[src/pkg/ttic_pkg.sv]
package ttic_pkg;

  // ----------------------------------------------------------------
  // Register map
  // ----------------------------------------------------------------
  localparam logic [3:0] TEMPERATURE_CONFIG_OFS = 4'h7;
  localparam logic [3:0] INTERRUPT_CONFIG_OFS   = 4'h8;
  localparam logic [7:0] TEMPERATURE_CONFIG_RST = 8'h00;
  localparam logic [7:0] INTERRUPT_CONFIG_RST   = 8'h00;

  // ----------------------------------------------------------------
  // Field positions
  // ----------------------------------------------------------------
  localparam int TEMP_CODE_MSB      = 7;
  localparam int TEMP_CODE_LSB      = 1;
  localparam int TEMP_CH_EN_BIT     = 0;
  localparam int CONV_IRQ_EN_BIT    = 7;
  localparam int THR_IRQ_EN_BIT     = 6;
  localparam int PULSE_SEL_BIT      = 5;
  localparam int ROUTE_MSB          = 4;
  localparam int ROUTE_LSB          = 2;
  localparam int PIN_MASK_BIT       = 0;
  localparam logic [7:0] INT_CFG_RO_MASK = 8'hFD;

  // ----------------------------------------------------------------
  // Threshold code scaling: code * 8 C, no offset, so 1Ah -> 208 C
  // ----------------------------------------------------------------
  localparam logic [6:0] TEMP_CODE_OFF  = 7'h00;
  localparam logic [6:0] TEMP_CODE_MIN  = 7'h1A;
  localparam logic [6:0] TEMP_CODE_MAX  = 7'h34;
  localparam int         TEMP_STEP_SHIFT = 3;

  // ----------------------------------------------------------------
  // Interrupt routing codes
  // ----------------------------------------------------------------
  localparam logic [2:0] ROUTE_NONE     = 3'h0;
  localparam logic [2:0] ROUTE_PIN      = 3'h1;
  localparam logic [2:0] ROUTE_PIN_IDLE = 3'h2;
  localparam logic [2:0] ROUTE_SCL      = 3'h3;
  localparam logic [2:0] ROUTE_SCL_IDLE = 3'h4;

  // ----------------------------------------------------------------
  // Timing
  // ----------------------------------------------------------------
  localparam int CLK_PERIOD_PS  = 25000;
  localparam int PULSE_TIME_NS  = 10000;
  localparam int PULSE_CYCLES   = (PULSE_TIME_NS * 1000) / CLK_PERIOD_PS;

  // ----------------------------------------------------------------
  // Types
  // ----------------------------------------------------------------
  typedef struct packed {
    logic       we;
    logic [3:0] addr;
    logic [7:0] wdata;
  } ttic_wr_t;

  typedef struct packed {
    logic       conv_done;
    logic       temp_valid;
    logic [9:0] temp_deg;
  } ttic_meas_t;

endpackage : ttic_pkg

[src/rtl/ttic_top.sv]
`timescale 1ns/1ps
`default_nettype none
module ttic_top #(
  parameter int PULSE_CYCLES = ttic_pkg::PULSE_CYCLES
) (
  input  wire logic       MCLK,
  input  wire logic       ARST_N,
  input  wire logic       REG_WE,
  input  wire logic [3:0] REG_ADDR,
  input  wire logic [7:0] REG_WDATA,
  input  wire logic       HOST_ADDRESSED,
  input  wire logic       BUS_BUSY,
  input  wire logic       CONV_DONE,
  input  wire logic [9:0] TEMP_DEG,
  input  wire logic       MAG_THR_CROSS,
  output var  logic [7:0] REG_RDATA,
  output var  logic       TEMP_CH_EN,
  output var  logic       TEMP_RESULT_VALID,
  output var  logic       INT_N,
  output var  logic       SCL_INT_OE
);

  // ----------------------------------------------------------------
  // Registers
  // ----------------------------------------------------------------
  logic [7:0] temp_cfg_r;
  logic [7:0] int_cfg_r;
  logic       over_r;
  logic       irq_r;
  logic       int_n_r;
  logic       scl_oe_r;
  logic [7:0] rdata_r;
  logic       ch_en_r;
  logic       valid_r;
  ttic_pkg::ttic_wr_t wr;

  assign wr = '{we: REG_WE, addr: REG_ADDR, wdata: REG_WDATA};

  // threshold code storage, channel enable bit
  always_ff @(posedge MCLK or negedge ARST_N) begin
    if (!ARST_N) begin
      temp_cfg_r <= ttic_pkg::TEMPERATURE_CONFIG_RST;
    end else if (wr.we && wr.addr == ttic_pkg::TEMPERATURE_CONFIG_OFS) begin
      temp_cfg_r <= wr.wdata;
    end
  end

  // Reserved bit 1 stays zero
  always_ff @(posedge MCLK or negedge ARST_N) begin
    if (!ARST_N) begin
      int_cfg_r <= ttic_pkg::INTERRUPT_CONFIG_RST;
    end else if (wr.we && wr.addr == ttic_pkg::INTERRUPT_CONFIG_OFS) begin
      int_cfg_r <= wr.wdata & ttic_pkg::INT_CFG_RO_MASK;
    end
  end

  // ----------------------------------------------------------------
  // Read-back
  // ----------------------------------------------------------------
  // Registered so the read port leaves a flip-flop; costs one cycle
  // Unmapped offsets read as zero

  always_ff @(posedge MCLK or negedge ARST_N) begin
    if (!ARST_N) begin
      rdata_r <= 8'h00;
    end else begin
      case (REG_ADDR)
        ttic_pkg::TEMPERATURE_CONFIG_OFS: rdata_r <= temp_cfg_r;
        ttic_pkg::INTERRUPT_CONFIG_OFS:   rdata_r <= int_cfg_r;
        default:                          rdata_r <= 8'h00;
      endcase
    end
  end

  // ----------------------------------------------------------------
  // Temperature threshold
  // ----------------------------------------------------------------
  logic [6:0] code;
  logic [9:0] thr_deg;
  logic       cmp_on;
  logic       above;
  logic       temp_cross;

  assign code = temp_cfg_r[ttic_pkg::TEMP_CODE_MSB:ttic_pkg::TEMP_CODE_LSB];
  assign thr_deg = {3'h0, code} << ttic_pkg::TEMP_STEP_SHIFT;
  assign cmp_on = (code != ttic_pkg::TEMP_CODE_OFF) && temp_cfg_r[ttic_pkg::TEMP_CH_EN_BIT];
  assign above  = cmp_on && CONV_DONE && (TEMP_DEG >= thr_deg);
  assign temp_cross = above && !over_r;

  // Crossing is an upward edge, re-armed when reading falls below
  always_ff @(posedge MCLK or negedge ARST_N) begin
    if (!ARST_N) begin
      over_r <= 1'b0;
    end else if (!cmp_on) begin
      over_r <= 1'b0;
    end else if (CONV_DONE) begin
      over_r <= (TEMP_DEG >= thr_deg);
    end
  end

  // ----------------------------------------------------------------
  // Temperature channel
  // ----------------------------------------------------------------
  // Validity drops at once when the channel turns off

  always_ff @(posedge MCLK or negedge ARST_N) begin
    if (!ARST_N) begin
      ch_en_r <= 1'b0;
      valid_r <= 1'b0;
    end else begin
      ch_en_r <= temp_cfg_r[ttic_pkg::TEMP_CH_EN_BIT];
      if (!temp_cfg_r[ttic_pkg::TEMP_CH_EN_BIT]) begin
        valid_r <= 1'b0;
      end else if (CONV_DONE) begin
        valid_r <= 1'b1;
      end
    end
  end

  // ----------------------------------------------------------------
  // Interrupt events
  // ----------------------------------------------------------------
  logic event_hit;
  logic pulse_mode;
  logic pulse_busy;

  assign event_hit = (int_cfg_r[ttic_pkg::CONV_IRQ_EN_BIT] && CONV_DONE) ||
                     (int_cfg_r[ttic_pkg::THR_IRQ_EN_BIT] && (temp_cross || MAG_THR_CROSS));
  assign pulse_mode = int_cfg_r[ttic_pkg::PULSE_SEL_BIT];

  // ----------------------------------------------------------------
  // Pulse timer
  // ----------------------------------------------------------------
  // A new event while busy restarts the full length

  ttic_pulse #(.CYCLES(PULSE_CYCLES)) u_pulse (
    .clk    (MCLK),
    .arst_n (ARST_N),
    .start  (event_hit && pulse_mode),
    .busy   (pulse_busy)
  );

  // ----------------------------------------------------------------
  // Latched interrupt
  // ----------------------------------------------------------------
  // Clear reaches the pin two edges after the address pulse

  // latch until addressed; a new event beats the clear
  always_ff @(posedge MCLK or negedge ARST_N) begin
    if (!ARST_N) begin
      irq_r <= 1'b0;
    end else if (pulse_mode) begin
      irq_r <= 1'b0;
    end else if (event_hit) begin
      irq_r <= 1'b1;
    end else if (HOST_ADDRESSED) begin
      irq_r <= 1'b0;
    end
  end

  // ----------------------------------------------------------------
  // Routing
  // ----------------------------------------------------------------
  logic       asserted;
  logic [2:0] route;

  assign asserted = pulse_mode ? (pulse_busy || (event_hit)) : (irq_r || event_hit);
  assign route = int_cfg_r[ttic_pkg::ROUTE_MSB:ttic_pkg::ROUTE_LSB];

  always_ff @(posedge MCLK or negedge ARST_N) begin
    if (!ARST_N) begin
      int_n_r  <= 1'b1;
      scl_oe_r <= 1'b0;
    end else begin
      int_n_r  <= 1'b1;
      scl_oe_r <= 1'b0;
      case (route)
        ttic_pkg::ROUTE_PIN: begin
          int_n_r <= !(asserted && !int_cfg_r[ttic_pkg::PIN_MASK_BIT]);
        end
        ttic_pkg::ROUTE_PIN_IDLE: begin
          int_n_r <= !(asserted && !BUS_BUSY && !int_cfg_r[ttic_pkg::PIN_MASK_BIT]);
        end
        ttic_pkg::ROUTE_SCL: begin
          scl_oe_r <= asserted;
        end
        ttic_pkg::ROUTE_SCL_IDLE: begin
          scl_oe_r <= asserted && !BUS_BUSY;
        end
        default: begin
          int_n_r  <= 1'b1;
          scl_oe_r <= 1'b0;
        end
      endcase
    end
  end

  // ----------------------------------------------------------------
  // Outputs
  // ----------------------------------------------------------------

  assign REG_RDATA         = rdata_r;
  assign TEMP_CH_EN        = ch_en_r;
  assign TEMP_RESULT_VALID = valid_r;
  assign INT_N             = int_n_r;
  assign SCL_INT_OE        = scl_oe_r;

endmodule : ttic_top
`default_nettype wire

[src/rtl/ttic_pulse.sv]
`timescale 1ns/1ps
`default_nettype none
module ttic_pulse #(
  parameter int CYCLES = ttic_pkg::PULSE_CYCLES
) (
  input  wire logic clk,
  input  wire logic arst_n,
  input  wire logic start,
  output var  logic busy
);
  localparam int CW = $clog2(CYCLES + 1);

  logic [CW-1:0] cnt_r;

  // Fixed-length pulse timer, restarts on a new event
  always_ff @(posedge clk or negedge arst_n) begin
    if (!arst_n) begin
      cnt_r <= '0;
    end else if (start) begin
      cnt_r <= CW'(CYCLES);
    end else if (cnt_r != '0) begin
      cnt_r <= cnt_r - CW'(1);
    end
  end

  assign busy = (cnt_r != '0);
endmodule : ttic_pulse
`default_nettype wire

[config.mk]
export PLATFORM = sky130hd
export DESIGN_NAME = ttic_top
export DESIGN_NICKNAME = d
export VERILOG_FILES = /design/src/pkg/ttic_pkg.sv /design/src/rtl/ttic_top.sv /design/src/rtl/ttic_pulse.sv
export SDC_FILE = /design/constraint.sdc
export NUM_CORES = 1
export LEC_CHECK = 0
export BUFFER_PORTS_ARGS = -buffer_cell sky130_fd_sc_hd__buf_2
export CORE_ASPECT_RATIO = 0.7
export CORE_MARGIN = 10
export CORE_UTILIZATION = 40
export DETAILED_ROUTE_END_ITERATION = 16
export MAX_ROUTING_LAYER = met4
export PLACE_DENSITY = 0.71
export SYNTH_ARGS = -nofsm -noshare
export SYNTH_HDL_FRONTEND = slang
export SYNTH_SLANG_ARGS = --single-unit
[constraint.sdc]
create_clock -name MCLK -period 2.9 [get_ports MCLK]
set_input_delay 0.29 -clock MCLK [delete_from_list [all_inputs] [get_ports MCLK]]
set_output_delay 0.29 -clock MCLK [all_outputs]
set_load 0.01 [all_outputs]
### After elaboration in Yosys (flattened, before gate mapping)

Index checks and enable logic that the tools add are counted.

| cells by class | value |
|---|---|
| order comparisons | 1 |
| mux-type cells | 13 |
| eq/ne operators | 8 |
| reductions and logical operators | 25 |
| add/subtract/negate cells | 1 |

Operators with widths:

| cell | count |
|---|---|
| 2-to-1 mux 9 bit | 2 |
| case mux 8 bit (2 select lines) | 1 |
| logical AND 1 bit | 12 |
| greater-or-equal comparator 10 bit | 1 |
| nonzero test 9 bit | 1 |
| subtractor 9 x 1 -> 9 bit (second input constant) | 1 |
| 2-to-1 mux 1 bit | 8 |
| nonzero test 7 bit | 1 |
| equality test 3 x 2 -> 1 bit (second input constant) | 2 |
| zero test 1 bit | 5 |
| equality test 4 x 3 -> 1 bit (second input constant) | 1 |
| equality test 4 bit (second input constant) | 1 |
| logical OR 1 bit | 4 |
| inequality test 2 bit (second input constant) | 2 |
| case mux 1 bit (2 select lines) | 2 |
| equality test 3 x 1 -> 1 bit (second input constant) | 1 |
| equality test 3 bit (second input constant) | 1 |
| nonzero test 3 bit | 1 |
| nonzero test 2 bit | 1 |

| storage, ports and cells | value |
|---|---|
| flip-flop bits (word level) | 38 |
| word-level logic and storage cells | 58 |

### Logic depth before layout (Yosys ltp)

| depth | value |
|---|---|
| word-level depth | 14 |
| mapped depth | 8 |
| depth with buffers taken out | 7 |

### Hierarchy

Synthesis repeated with hierarchy kept, for this count alone.

| unflattened totals | value |
|---|---|
| cells, all modules | 162 |
| area, all modules | 1,865.5 µm² |

By module, submodules not included:

| module | cells an instance | times used | seq. area each (µm²) | area an instance (µm²) |
|---|---|---|---|---|
| ttic_top | 113 | 1 | 726.9 | 1,383.8 |
| ttic_pulse | 49 | 1 | 225.2 | 481.7 |

### Worst setup path before layout

OpenSTA, ideal clock, no wires.

| timing path | value |
|---|---|
| kind | register to register |
| from | register temp_cfg_r[1] |
| to | register int_n_r, in the netlist INT_N |
| slack | 804 ps |
| data arrival time | 2,010 ps |
| clock period less this slack | 2,096 ps |
| cell stages (with the launch flop) | 7 |
| path buffers | 0 |
| setup time | 86 ps |
| cell sequence | dfrtp_1 -> ha_1 -> or4b_4 -> nand3_2 -> a211oi_2 -> a211o_1 -> a2111o_1 |

| between the ends | value |
|---|---|
| word-level cells in the longest chain between the ends | 14 |
| elaborated cells on any way between the ends | 18 |

Ends and longest elaborated chain:

| what | line | text |
|---|---|---|
| from (decl) | ttic_top.sv:26 | `logic [7:0] temp_cfg_r;` |
| from (signal assigned) | ttic_top.sv:42 | `temp_cfg_r <= ttic_pkg::TEMPERATURE_CONFIG_RST;` |
| from (signal assigned) | ttic_top.sv:44 | `temp_cfg_r <= wr.wdata;` |
| branches (longest 3 deep; another with greater-or-equal comparator 10 bit) | - |  |
| logical AND 1 bit * | ttic_top.sv:87 | `assign above = cmp_on && CONV_DONE && (TEMP_DEG >= thr_deg);` |
| logical AND 1 bit * | ttic_top.sv:88 | `assign temp_cross = above && !over_r;` |
| logical OR 1 bit * | ttic_top.sv:128 | `(int_cfg_r[ttic_pkg::THR_IRQ_EN_BIT] && (temp_cross \|\| MAG_THR_CROSS));` |
| logical AND 1 bit * | ttic_top.sv:128 |  |
| logical OR 1 bit * | ttic_top.sv:127 | `assign event_hit = (int_cfg_r[ttic_pkg::CONV_IRQ_EN_BIT] && CONV_DONE) \|\|` |
| logical OR 1 bit | ttic_top.sv:167 | `assign asserted = pulse_mode ? (pulse_busy \|\| (event_hit)) : (irq_r \|\| event_hit);` |
| 2-to-1 mux 1 bit * | ttic_top.sv:167 |  |
| logical AND 1 bit (2 in a row) | ttic_top.sv:182 | `int_n_r <= !(asserted && !BUS_BUSY && !int_cfg_r[ttic_pkg::PIN_MASK_BIT]);` |
| zero test 1 bit | ttic_top.sv:182 |  |
| case mux 1 bit (2 select lines) * | ttic_top.sv:177 | `case (route)` |
| to (signal assigned) | ttic_top.sv:179 | `int_n_r <= !(asserted && !int_cfg_r[ttic_pkg::PIN_MASK_BIT]);` |
| to (signal assigned) | ttic_top.sv:182 |  |
| to (decl) | ttic_top.sv:30 | `logic int_n_r;` |

Mark *: on every way between the ends.
A chain may end at the register's enable or synchronous reset.

### Worst setup path in the final report

Ends and elaborated chain as after synthesis.

==> impl_metrics.csv <==
group,metric,value,unit
clocking,ctsRootBufferMaster,"clkbuf_8",
clocking,ctsHoldBuffers,0,
power,p_seq_share,44.8,%
synthesis,synth_seq_cells,38,
synthesis,yosysWarnings,0,
timing,clock_skew,0.009307,ns
timing,period_needed,2.256,ns
flow_run,drv_cap,0,
global_route,grt_max_degree,39,
floorplan,dieArea,7697,µm²
finish,utilization,50.83,%
drt,via_per_inst,5.168,
power,pwr-share-clk,31.4,%
timing,finalCritPeriodShare,77.78,%
worst_hold_path,hold_path_class,"primary input to asynchronous set/reset pin",
clocking,clk_pin_slew,0.08,ns
synthesis,synthesis.area,1822,µm²
finish,nets,237,
floorplan,io_pins,41,
critical_path,path_class,"register to register",
floorplan,start_util,41.60,%
power,pwr-share-comb,23.9,%
critical_path,crit_end,"INT_N",
finish,area_growth,22.18,%
critical_path,cp.required,3.12,ns
timing,fmaxAchievable,443.4,MHz
clocking,clkSinkCount,38,
placed_design,place_congestion,0.7627,
finish,antenna_cells,0,
floorplan,fp.dieH,76.47,µm
floorplan,die_x,100.7,µm
drt,vias,1323,
timing,slew_viol_final,0,
clocking,postCtsSetupBuffers,0,
global_route,grtUsageMet1,15.04,%
finish,drive_above_1_share,28.36,%
critical_path,crit_path_start_kind,"register",
critical_path,r2r-end,"INT_N",
power,pwr_density_cell,800.7,nW/µm²
critical_path,worstSetupEndpointType,"register",
drt,dr.pass1.iters,4,
global_route,top_usage_layer,"met1",
critical_path,r2r_setup_slack,0.64,ns
synthesis,synth_edf_count,0,
critical_path,arrival,2.47,ns
critical_path,reg2reg_depth,6,
global_route,track_usage,11.35,%
global_route,met3_usage,3.623,%
timing,setup_ws,0.6445,ns
power,power.share.switching,30.77,%
run_status,outcome,"finished, final reports clean",
synthesis,avgSynthCellArea,11.83,µm²
drt,drc,0,
drt,final_antenna_net_count,0,
synthesis,synth_nets,191,
power,ir_drop,0.4256,mV
power,p_sw,548.4,µW
floorplan,rows,20,
critical_path,reg2reg_from,"temp_cfg_r[1]",
clocking,cts.repair.resized,0,
synthesis,synthCells,154,
timing,worstMarginPinSlew,0.8424,ns
drt,routed_wl,4.025,mm
drt,wl_per_cell,15.72,µm
global_route,grt_pass1_vias,1429,
global_route,grt_antenna_before_repair,0,
placed_design,place_ws,0.6736,ns
critical_path,critPathLaunch,"temp_cfg_r[1]",
floorplan,core_area,4379,µm²
timing,maxSlewHeadroom,43.84,%
synthesis,ys_seq_area_share,52.27,%
global_route,grt_overflow,0,
clocking,cts_tree,"built",
synthesis,synth_ff_type,"dfrtp_1",
power,p_leak,1.059,nW
placed_design,io_buffers,40,
global_route,use_met2,14.84,%
critical_path,crit_path_max_fanout,5,
clocking,cts_buffer_depth,2,
placed_design,dp_hpwl,3.039,mm
clocking,cts_buffers,5,
timing,tns,0,ns
clocking,clock_latency,0.30,ns
timing,hold_viol_final,0,
timing,setup_viol,0,
global_route,grt_pass1_wl,6.900,mm
clocking,ctsHtreeMaxLevel,2,
drt,drtIter0Drc,65,
synthesis,async_flop_share,100.0,%
power,intPower,1.234,mW
synthesis,synth.distinct_cells,37,
timing,rsz0062_at_grt,"false",
==> registers in the layout, summed over array words and instances, names as in the netlist, 7 cells and up <==
signal / count
REG_RDATA: 8
int_cfg_r: 7
temp_cfg_r: 8
u_pulse.cnt_r: 9
==> worst min-delay path by stage <==
stage,endpoint,startpoint,slack [ns]
final,int_cfg_r[0],ARST_N,0.09
after global routing,int_cfg_r[0],ARST_N,0.16
after floorplan,REG_RDATA[0],ARST_N,-0.006
after global placement,u_pulse.cnt_r[3],ARST_N,0.44
after CTS,int_cfg_r[0],ARST_N,0.11
after detailed placement,u_pulse.cnt_r[3],ARST_N,0.44
==> placed cells by master, fill, tap and decap left out, types with 2 or more instances in the layout <==
cell type  synthesis  layout
mux2_1            15      15
ha_1               8       8
bufinv_16          0       2
clkbuf_8           0       6
nor3_1             4       4
a22o_1             7       7
o21ai_1            2       2
dfrtp_1           37      37
nor4_1             5       5
nand2b_1           2       2
a21oi_1            9       9
nor2_1            12      12
nand2_1            8       8
a211oi_1           3       3
inv_1             13      13
or4_1              3       3
xnor2_1            2       2
o31ai_1            2       2
buf_2              0      40
a211o_1            2       2
==> cell usage after synthesis (2+ instances only) <==
| cell type | count | area [µm²] |
|---|---|---|
| a211o_1 | 2 | 17.52 |
| a211oi_1 | 3 | 22.52 |
| a21oi_1 | 9 | 45.04 |
| a22o_1 | 7 | 61.31 |
| dfrtp_1 | 37 | 925.9 |
| ha_1 | 8 | 100.1 |
| inv_1 | 13 | 48.80 |
| mux2_1 | 15 | 168.9 |
| nand2_1 | 8 | 30.03 |
| nand2b_1 | 2 | 12.51 |
| nor2_1 | 12 | 45.04 |
| nor3_1 | 4 | 20.02 |
| nor4_1 | 5 | 31.28 |
| o21ai_1 | 2 | 10.01 |
| o31ai_1 | 2 | 15.01 |
| or4_1 | 3 | 22.52 |
| xnor2_1 | 2 | 17.52 |
==> layout make-up <==
cell class,count,area [µm²]
multi-input combinational,101,805.8
clock buffer,6,82.58
clock inverter,2,60.06
sequential,38,952.2
fill,383,2153
timing repair buffer,41,207.7
inverter,13,48.80
tap,55,68.82
==> per-stage QoR <==
stage	hold slack (ns)	total power [mW]	std cells	area, µm²
3_5_place_dp	0.4443	1.230	248	2083
6_report	0.09003	1.782	256	2226
4_1_cts	0.1144	1.797	256	2226
2_1_floorplan	-0.005591	1.092	154	1822
5_1_grt	0.1611	1.897	256	2226
3_3_place_gp	0.4367	1.221	248	2083
==> power by group through the flow <==
stage	combinational (mW)	clock, mW	sequential [mW]
global placement	0.418	0	0.803
detailed placement	0.424	0	0.805
floorplan	0.312	0	0.781
finish	0.425	0.559	0.798
CTS	0.429	0.572	0.796
global route	0.483	0.596	0.818
==> worst max-delay path, cell delays in order (launching register included) <==
cell and delay (ns):
dfrtp_1 0.41, ha_1 0.28, or4b_4 0.45, nand3_2 0.10
a211oi_2 0.10, a211o_1 0.39, a2111o_1 0.44
==> cells by family (layout without fill, tap and decap cells) <==
group,count (synthesis),in the layout,share of synthesized area (%)
simple gates,41,41,12.57
flops,38,38,52.27
compound gates,32,32,13.67
mux,17,17,11.06
buf+inv,15,62,3.503
fa+ha+maj,8,8,5.495
xor+xnor,3,3,1.443
==> metal layers <==
| metal | wire, µm | up-vias |
|---|---|---|
| met3 | 295 | 8 |
| li1 | - | 652 |
| met5 | 0 | - |
| met4 | 94 | 0 |
| met2 | 1616 | 34 |
| met1 | 2018 | 629 |
Note: power is estimated with default switching activity, not from simulation.
